`src/exv_defs.svh`:
```
// Address, register and field constants for the exception vector unit
`ifndef EXV_DEFS_SVH
`define EXV_DEFS_SVH
`define EXV_AW 21
`define EXV_NF 18
`define EXV_ROM_END_BIG 21'h002FFF
`define EXV_ROM_END_SMALL 21'h000FFF
`define EXV_RAM_PAGE 13'h00F0
`define EXV_IO_PAGE 13'h00FF
`define EXV_SWV_LO 8'h26
`define EXV_RSVD_VEC 8'h24
`define EXV_LAST_VEC 8'h22
`define EXV_FIXED_LVL 3'h4
`define EXV_PEND_RST 18'h00001
`define EXV_NMI_TOP 2
`define EXV_OFS_CTRL 8'h00
`define EXV_OFS_STAT 8'h04
`define EXV_OFS_LVL 8'h08
`define EXV_B_OSC 0
`define EXV_B_BZC 1
`define EXV_B_BZS 2
`define EXV_B_SVDEN 3
`define EXV_B_RM 4
`define EXV_CTRL_RST 8'h08
`endif

```
`src/exv_pkg.sv`:
```
// Types for the exception vector unit
package exv_pkg;
  typedef struct packed {
    logic mode_s1;
    logic mode_s2;
    logic svd_s1;
    logic svd_s2;
    logic [7:0] ctrl;
    logic [31:0] lvl;
    logic [17:0] pend;
    logic [4:0] sel;
    logic req;
    logic [7:0] vec;
    logic push;
    logic [31:0] prdata;
    logic pslverr;
    logic sel_rom;
    logic sel_ram;
    logic sel_io;
    logic sel_ext;
    logic ext_ce_b;
    logic ext_rd_b;
    logic ext_wr_b;
    logic ext_oe;
    logic sw_ok;
    logic sys_rst;
    logic heavy;
  } exv_state_s;
endpackage : exv_pkg

```
`src/exv_top.sv`:
```
// Address decoder, exception vector selector and power control bits
`timescale 1ns/1ps
`include "exv_defs.svh"

module exv_top
  import exv_pkg::*;
#(
  parameter bit LARGE_ROM = 1'b1
) (
  input wire logic sys_clk,
  input wire logic rst_b,
  input wire logic psel,
  input wire logic penable,
  input wire logic pwrite,
  input wire logic [7:0] paddr,
  input wire logic [31:0] pwdata,
  output logic [31:0] prdata,
  output logic pready,
  output logic pslverr,
  input wire logic [`EXV_AW-1:0] cpu_addr,
  input wire logic cpu_rd,
  input wire logic cpu_wr,
  input wire logic rom_source_select_pin,
  input wire logic supply_drop_detector,
  input wire logic sleep_mode,
  input wire logic [`EXV_NF-1:1] irq_event,
  input wire logic core_ack,
  input wire logic sw_int_req,
  input wire logic [7:0] sw_int_vec,
  output logic sel_rom,
  output logic sel_ram,
  output logic sel_io,
  output logic sel_ext,
  output logic [1:0] cpu_bank,
  output logic ext_ce_b,
  output logic ext_rd_b,
  output logic ext_wr_b,
  output logic ext_data_oe,
  output logic exc_req,
  output logic [7:0] exc_vec_lo,
  output logic [7:0] exc_vec_hi,
  output logic exc_push_ctx,
  output logic sw_vec_ok,
  output logic custom_branch_flag,
  output logic heavy_load_protect,
  output logic [1:0] regulated_core_rail,
  output logic sys_reset_req
);

  exv_state_s st_reg;
  exv_state_s st_next;
  logic [2:0] eff_lvl [`EXV_NF];
  logic [`EXV_AW-1:0] rom_end;
  logic apb_wr;
  logic apb_rd;
  logic apb_setup;

  assign rom_end = LARGE_ROM ? `EXV_ROM_END_BIG : `EXV_ROM_END_SMALL;
  assign apb_wr = psel && penable && pwrite;
  // Reads and errors are decoded in setup so the answer stands at the access edge
  assign apb_setup = psel && !penable;
  assign apb_rd = apb_setup && !pwrite;

  // Effective level per factor; reset, zero divide and watchdog outrank all
  genvar gi;
  generate
    for (gi = 0; gi < `EXV_NF; gi++) begin : g_lvl
      if (gi <= `EXV_NMI_TOP) begin : g_fix
        assign eff_lvl[gi] = `EXV_FIXED_LVL;
      end else begin : g_sw
        assign eff_lvl[gi] = {1'b0, st_reg.lvl[2*(gi-1)-1 -: 2]};
      end
    end
  endgenerate

  // Next state of the whole block
  always_comb begin
    logic [`EXV_NF-1:0] ev;
    logic [2:0] best;
    logic [4:0] win;
    logic hit_rom;
    logic hit_ram;
    logic hit_io;
    logic ext;
    ev = '0;
    best = 3'h0;
    win = 5'h00;
    hit_rom = 1'b0;
    hit_ram = 1'b0;
    hit_io = 1'b0;
    ext = 1'b0;
    st_next = st_reg;
    // Straps and detector pass two flops before use
    st_next.mode_s1 = rom_source_select_pin;
    st_next.mode_s2 = st_reg.mode_s1;
    st_next.svd_s1 = supply_drop_detector;
    st_next.svd_s2 = st_reg.svd_s1;

    // Address decode; RAM and I/O win over any external device
    hit_rom = st_reg.mode_s2 && (cpu_addr <= rom_end);
    hit_ram = cpu_addr[`EXV_AW-1:8] == `EXV_RAM_PAGE;
    hit_io = cpu_addr[`EXV_AW-1:8] == `EXV_IO_PAGE;
    ext = !(hit_rom || hit_ram || hit_io);
    st_next.sel_rom = hit_rom;
    st_next.sel_ram = hit_ram;
    st_next.sel_io = hit_io;
    st_next.sel_ext = ext;
    // Strobes only for external targets, so internal cycles stay quiet
    st_next.ext_ce_b = !(ext && (cpu_rd || cpu_wr));
    st_next.ext_rd_b = !(ext && cpu_rd);
    st_next.ext_wr_b = !(ext && cpu_wr);
    st_next.ext_oe = ext && cpu_wr;

    // Software vectors: even, above the reserved slot, no ranking
    st_next.sw_ok = sw_int_req && !sw_int_vec[0] && (sw_int_vec >= `EXV_SWV_LO);

    // Supply drop forces reset when the detector option is on
    st_next.sys_rst = st_reg.svd_s2 && st_reg.ctrl[`EXV_B_SVDEN];

    // Heavy-load protect from oscillator and buzzer controls
    st_next.heavy = (st_reg.ctrl[`EXV_B_OSC] && !sleep_mode) || st_reg.ctrl[`EXV_B_BZC]
      || st_reg.ctrl[`EXV_B_BZS];

    // Events; a new event beats the clear of an acknowledge
    ev = {irq_event, st_next.sys_rst};
    if (exc_req && core_ack) begin
      st_next.pend[st_reg.sel] = 1'b0;
    end
    st_next.pend = st_next.pend | ev;

    // Highest level wins; scanning down keeps the lower table index on ties
    for (int i = `EXV_NF - 1; i >= 0; i--) begin
      if (st_next.pend[i] && eff_lvl[i] >= best) begin
        best = eff_lvl[i];
        win = 5'(i);
      end
    end
    st_next.req = |st_next.pend;
    st_next.sel = win;
    st_next.vec = {2'b00, win, 1'b0};
    st_next.push = win != 5'h00;

    // APB slave, zero wait states; unmapped offsets answer with an error
    st_next.pslverr = 1'b0;
    if (apb_wr) begin
      unique case (paddr)
        `EXV_OFS_CTRL: st_next.ctrl = pwdata[7:0];
        `EXV_OFS_LVL: st_next.lvl = pwdata;
        default: ;
      endcase
    end
    // Write error flagged in setup; status writes are ignored without error
    if (apb_setup && pwrite) begin
      unique case (paddr)
        `EXV_OFS_CTRL, `EXV_OFS_STAT, `EXV_OFS_LVL: st_next.pslverr = 1'b0;
        default: st_next.pslverr = 1'b1;
      endcase
    end
    if (apb_rd) begin
      unique case (paddr)
        `EXV_OFS_CTRL: st_next.prdata = {24'h000000, st_reg.ctrl};
        `EXV_OFS_STAT: st_next.prdata = {7'h00, st_reg.mode_s2, st_reg.sel, 1'b0, st_reg.pend};
        `EXV_OFS_LVL: st_next.prdata = st_reg.lvl;
        default: begin
          st_next.prdata = 32'h00000000;
          st_next.pslverr = 1'b1;
        end
      endcase
    end
  end

  // State register; reset leaves only the reset factor pending
  always_ff @(posedge sys_clk) begin
    if (!rst_b) begin
      st_reg <= '0;
      st_reg.ctrl <= `EXV_CTRL_RST;
      st_reg.pend <= `EXV_PEND_RST;
      st_reg.req <= 1'b1;
      st_reg.ext_ce_b <= 1'b1;
      st_reg.ext_rd_b <= 1'b1;
      st_reg.ext_wr_b <= 1'b1;
      st_reg.sel_ext <= 1'b1;
    end else begin
      st_reg <= st_next;
    end
  end

  // Outputs
  assign pready = 1'b1;
  assign prdata = st_reg.prdata;
  assign pslverr = st_reg.pslverr;
  assign sel_rom = st_reg.sel_rom;
  assign sel_ram = st_reg.sel_ram;
  assign sel_io = st_reg.sel_io;
  assign sel_ext = st_reg.sel_ext;
  assign cpu_bank = cpu_addr[`EXV_AW-1 -: 2];
  assign ext_ce_b = st_reg.ext_ce_b;
  assign ext_rd_b = st_reg.ext_rd_b;
  assign ext_wr_b = st_reg.ext_wr_b;
  assign ext_data_oe = st_reg.ext_oe;
  assign exc_req = st_reg.req;
  assign exc_vec_lo = st_reg.vec;
  assign exc_vec_hi = st_reg.vec | 8'h01;
  assign exc_push_ctx = st_reg.push;
  assign sw_vec_ok = st_reg.sw_ok;
  assign custom_branch_flag = 1'b0;
  assign heavy_load_protect = st_reg.heavy;
  assign regulated_core_rail = st_reg.ctrl[`EXV_B_RM +: 2];
  assign sys_reset_req = st_reg.sys_rst;
endmodule : exv_top

```
`config.mk`:
```
export PLATFORM = sky130hd
export DESIGN_NAME = exv_top
export DESIGN_NICKNAME = d
export VERILOG_FILES = /design/src/exv_pkg.sv /design/src/exv_top.sv
export VERILOG_INCLUDE_DIRS = /design/src /design/src/src
export SDC_FILE = /design/constraint.sdc
export NUM_CORES = 1
export LEC_CHECK = 0
export ABC_CLOCK_PERIOD_IN_PS = 24000
export BUFFER_PORTS_ARGS = -buffer_cell sky130_fd_sc_hd__buf_2
export CORE_MARGIN = 1.5
export CORE_UTILIZATION = 54
export CTS_CLUSTER_DIAMETER = 80
export CTS_CLUSTER_SIZE = 40
export DETAILED_ROUTE_END_ITERATION = 6
export PLACE_DENSITY = 0.92
export SYNTH_ARGS = -nofsm -noshare
export SYNTH_HDL_FRONTEND = slang
export SYNTH_SLANG_ARGS = --single-unit
```
`constraint.sdc`:
```
create_clock -name sys_clk -period 24 [get_ports sys_clk]
set_input_delay 2.4 -clock sys_clk [delete_from_list [all_inputs] [get_ports sys_clk]]
set_output_delay 2.4 -clock sys_clk [all_outputs]
set_load 0.03 [all_outputs]
```
# == Yosys cells after proc, flatten, opt, wreduce, memory -nomap -nowiden ==
# Index checks and enable logic that the tools add are counted.
# word_totals
reg_bits,116
in_bits,98
elab_cells,148
# op_classes
bitwise_logic,3
muxes,43
magnitude_cmp,22
reduce_logical,52
eq_ne,4
# ops
operator,count
$pmux W32 S3,1
$mux W5,18
$mux W3,16
$ge A2 B3 Y1,14
$logic_and A1 B1 Y1,33
$eq A13 B8 Y1 const B,2
$le A21 B14 Y1 const B,1
$and A18 B18 Y18,1
$mux W18,1
$not A18 Y18,1
$or A18 B18 Y18,1
$reduce_or A18 Y1,1
$ge A3 B3 Y1 const A,3
$eq A8 B3 Y1 const B,1
$eq A8 B4 Y1 const B,1
$ge A8 B6 Y1 const B,1
$logic_not A1 Y1,8
$logic_not A8 Y1,1
$lt A5 B6 Y1 const B,1
$demux W1 S5,1
$ge A5 B1 Y1 const B,1
$logic_or A1 B1 Y1,5
$mux W1,5
$reduce_bool A5 Y1,1
4 further kinds,5

# == Logic depth before layout (Yosys ltp) ==
# depth
word_depth,62
depth_mapped,94
depth_no_buf,93

# == Worst setup path before layout ==
# Ideal clock, no wire load.
# synth_timing
path_type,in2reg
start,in irq_event[17] in the netlist's numbering
end,reg st_reg (netlist bit exc_vec_lo[1])
setup_slack_ns,6.387
setup_time_ns,0.138
cell_stages,90
arrival_ns,17.475
path_cell_list,nor4b_2 -> a21oi_4 -> and2_1 -> ha_1 -> nand2b_1 -> a21oi_1 -> nor2_1 -> mux2_2 -> ha_1 -> nor2b_1 -> o21ai_1 -> a32o_1 -> o21a_1 -> ha_1 -> nand2b_1 -> a41o_1 -> nand2_1 -> o211ai_1 -> (+54 left out) -> maj3_1 -> nand2_1 -> a21oi_1 -> ha_1 -> nand2b_1 -> a21oi_1 -> nor2_1 -> inv_1 -> and3_1 -> a221oi_1 -> ha_1 -> nand2b_1 -> a21oi_1 -> nor2_1 -> a21oi_1 -> nand2b_1 -> o21ai_0 -> a41oi_1
# synth_via
elab_chain_cells,54
word_cells_on_any_way,71
classes_between,17 x order compare; 35 x mux; 1 x bitwise; 18 x reduce/logical
# synth_rtl
element,line_no,text
from (decl),exv_top.sv:26,"input wire logic [`EXV_NF-1:1] irq_event,"
$or A18 B18 Y18 (*),exv_top.sv:129,st_next.pend = st_next.pend | ev;
$logic_and A1 B1 Y1 (*),exv_top.sv:133,if (st_next.pend[i] && eff_lvl[i] >= best) begin
$mux W2,exv_top.sv:133,
$ge A2 B3 Y1,exv_top.sv:133,
$logic_and A1 B1 Y1,exv_top.sv:133,
$mux W3,exv_top.sv:133,
$ge A2 B3 Y1,exv_top.sv:133,
$logic_and A1 B1 Y1,exv_top.sv:133,
(+38 left out),--,
$logic_and A1 B1 Y1,exv_top.sv:133,
$mux W3,exv_top.sv:133,
$ge A3 B3 Y1,exv_top.sv:133,
$logic_and A1 B1 Y1,exv_top.sv:133,
$mux W3,exv_top.sv:133,
$ge A3 B3 Y1,exv_top.sv:133,
$logic_and A1 B1 Y1,exv_top.sv:133,
$mux W5 (*),exv_top.sv:133,
to (signal assigned),exv_top.sv:184,st_reg <= st_next;
to (decl),exv_top.sv:50,exv_state_s st_reg;
# Every way passes the cells marked *; elsewhere a longest branch is shown, timed or not.
# A chain may end at the register's enable or synchronous reset.

# == Final worst setup path ==
# layout_timing
start,in core_ack
end,reg st_reg (netlist bit exc_vec_lo[1])
# layout_via
elab_chain_cells,56
word_cells_on_any_way,73
classes_between,17 x order compare; 36 x mux; 1 x bitwise; 19 x reduce/logical
# layout_rtl
element,line_no,text
from (decl),exv_top.sv:27,"input wire logic core_ack,"
$logic_and A1 B1 Y1 (*),exv_top.sv:126,if (exc_req && core_ack) begin
$mux W18 (*),exv_top.sv:126,
$or A18 B18 Y18 (*),exv_top.sv:129,
$logic_and A1 B1 Y1,exv_top.sv:133,
$mux W2,exv_top.sv:133,
$ge A2 B3 Y1,exv_top.sv:133,
$logic_and A1 B1 Y1,exv_top.sv:133,
$mux W3,exv_top.sv:133,
(+40 left out),--,
$logic_and A1 B1 Y1,exv_top.sv:133,
$mux W3,exv_top.sv:133,
$ge A3 B3 Y1,exv_top.sv:133,
$logic_and A1 B1 Y1,exv_top.sv:133,
$mux W3,exv_top.sv:133,
$ge A3 B3 Y1,exv_top.sv:133,
$logic_and A1 B1 Y1,exv_top.sv:133,
$mux W5 (*),exv_top.sv:133,
# Marks and branches as above.

==> summary.txt <==
Outcome
  – Outcome: complete, but fails checks
  – Violations in the final reports: DRC

Synth
  – Synth Warn #: 0
  – Synth top area cells: dfxtp_1 35%, nand2_1 8.0%, buf_4 6.4%
  – Mean Syn Cell Area: 8.21 um^2
  – Cell taking the most area after synthesis: dfxtp_1
  – Gate count after technology mapping: 783
  – Most common cell in the netlist: nand2_1
  – Share of the synthesized area in the top cell type: 0.352
  – Post-synthesis sequential area ratio: 0.352
  – Ys flop type: dfxtp_1
  – Commonest cells post-synth: 137 x nand2_1, 113 x dfxtp_1, 55 x buf_4
  – Mapped Area: 0.00642 mm^2
  – Asr flop ratio synth: 0
  – Count of cell types in the netlist: 75
  – Synthesized flop and latch total: 113
  – Post-synth EDFFs: 0

Placed design
  – Port-buffer cells: 149
  – GPL Wtd Cong: 0.917
  – Final HPWL DP: 12.1 mm

Worst hold path
  – Tightest Hold Check Type: reg -> reg
  – Hold Path Depth: 1

Cells and area
  – Fillers: 962
  – Share of layout cells above drive strength 1: 0.238
  – Ant. Diodes: 0
  – Layout Area Growth over Synthesis: 15.8%
  – Max FFs per register: 32
  – NumNets Final: 987

STA
  – Post-route clock period utilization: 0.822
  – Fmax: about 50 MHz
  – Endpoints failing hold: 0
  – Rel. slew slack: 0.185
  – Slew at the pin with the worst max-slew slack: 1220 ps
  – Final Setup Violations: 0
  – Max Slew Vio Count: 0
  – Clock skew: 15.8 ps
  – Post-layout min period: 19,740 ps
  – Setup TNS: 0 ps
  – Hold slack: 432 ps
  – RSZ-0062 raised after global routing: no

Die
  – Die ar.: 0.0126 mm^2
  – Die width: 112 um
  – Core ar.: 0.0115 mm^2
  – FP Rows: 39
  – Boundary pin count: between 150 and 200
  – Chip Height: around 110 um
  – Initial Util: 0.558

Worst setup path
  – Register-to-Register Path Depth: 91
  – CP endpoint: exc_vec_lo[1]
  – Top cell by count, worst path: ha_1
  – CP required: around 24,000 ps
  – Crit path max fanout: 9
  – Setup CP Type: in -> reg
  – Startpoint Class: primary input
  – Crit. Startpoint: core_ack
  – Critical Path Max Stage Delay: 440 ps
  – Reg-to-reg critical path endpoint: exc_vec_lo[1]
  – Reg2reg setup slack: 5760 ps
  – Crit end category: register
  – CP max-delay cell: a211oi_2
  – Crit path DAT: 20,000 ps
  – Reg-to-reg startpoint: exc_vec_lo[5]

Clock network
  – Clock tree root driver cell: clkbuf_16
  – Number of buffers created by CTS: 17
  – CTS resizes: 0
  – Sinks on Clock Net: 113
  – Clock buffer depth: 2
  – CTS tree: built
  – Hold-fix buffers, CTS: 0
  – Clock Latency Late Sink: 430 ps
  – Setup Buffers After CTS: 0
  – Max H-tree Level: 4
  – CTS clk-pin slew, worst paths: 50 ps

Detailed routing
  – WL per Instance: 16.0 um
  – Drt total wl: 16.5 mm
  – Routed Antenna Nets: 0
  – Via count: 5,894
  – Initial DRC count: 477
  – Pre-antenna DRT Iters: 7
  – DR vias/cell: 5.73
  – DR DRC count: 11

Global route
  – Vias in the first global route: around 5,500
  – Initial antenna violation count: 0
  – M1 GR Usage: 0.339
  – First-pass GRT wire length: 26.3 mm
  – GRT Total Usage: 0.266
  – GR peak layer: met2
  – Met3 global-route usage: 0.0799
  – Global-route met2 utilization: 0.419
  – Largest net degree at the start of global routing: 105
  – Total congestion overflow: 0

Power and ir drop
  – Cell Pwr Density: approximately 65 mW/mm^2
  – Total power: between 0.4 and 0.5 mW
  – VDD IR max: 0.0000453 V
  – Static Leak: 3.03 nW

Run
  – Max_cap viols: 0
[cells by family (layout without fill, tap and decap cells)]
kind of cell / Yosys count / in the layout / synth area share
compound gates: 187 / 187 / 0.211
fa+ha+maj: 19 / 19 / 0.0364
buf+inv: 111 / 207 / 0.0989
flops: 113 / 113 / 0.352
mux: 17 / 17 / 0.0267
other cells: 2 / 8 / 0.00117
simple gates: 334 / 334 / 0.274
[worst min path at each step]
stage            startpoint          end  slack (ps)
2_1_floorplan  st_next[117]  st_reg[117]         410
3_3_place_gp   st_next[117]  st_reg[117]         420
4_1_cts        st_next[119]  st_reg[119]         430
6_report       st_next[119]  st_reg[119]         430
3_5_place_dp   st_next[119]  st_reg[119]         420
5_1_grt        st_next[117]  st_reg[117]         460
[per-stage QoR]
stage          area [um^2]   util  cells  setup WS [ps]
2_1_floorplan         6450      -    789           6390
3_3_place_gp          6860  0.596    996           4310
3_5_place_dp          6860  0.596    996           4110
4_1_cts               7440  0.646   1028           4460
5_1_grt               7440  0.646   1028           2960
6_report              7440  0.646   1028           4260
[cell usage in the layout, fill, tap and decap left out, drive strengths merged, types with 14 or more instances in the layout]
cell type    n
a21boi      45
a21o        14
a21oi       18
a22oi       24
and2        42
buf        154
clkbuf      18
dfxtp      113
ha          17
inv         21
mux2i       16
nand2      137
nand2b      15
nand3       21
nor2        31
nor2b       26
o21ai       39
[layer usage]
layer  routed length, um  part of all wire  up-vias
met5                   0                 0        -
met4                 436             0.026        0
met3                1540             0.093       31
met2                7310              0.44      276
met1                7190              0.44     2719
li1                    -                 -     2868
[final cells by class]
type,count,area [um^2],area share
clock buffer,18,439,0.0590
clock inverter,14,141,0.0190
inverter,21,78.8,0.0106
multi-input combinational,565,3550,0.478
sequential,113,2260,0.304
tap,143,179,0.0241
timing repair buffer,154,783,0.105
[report_power, final]
part	switching (mW)	leakage, nW	internal, mW	total, mW
Sequential	0.00272	0.919	0.192	0.194
Combinational	0.0298	1.84	0.0196	0.0494
Clock	0.0880	0.277	0.154	0.242
Total	0.121	3.03	0.365	0.486
[worst max-delay path: cells and delay by family]
| family | cells | cell delay [ps] |
|---|---|---|
| AOI/OAI and AO/OA | 36 | 6850 |
| adders and majority gates | 16 | 4460 |
| buffers and inverters | 3 | 330 |
| muxes | 1 | 410 |
| and+or+nand+nor | 36 | 5510 |
Power figures use the tool's default switching activity.
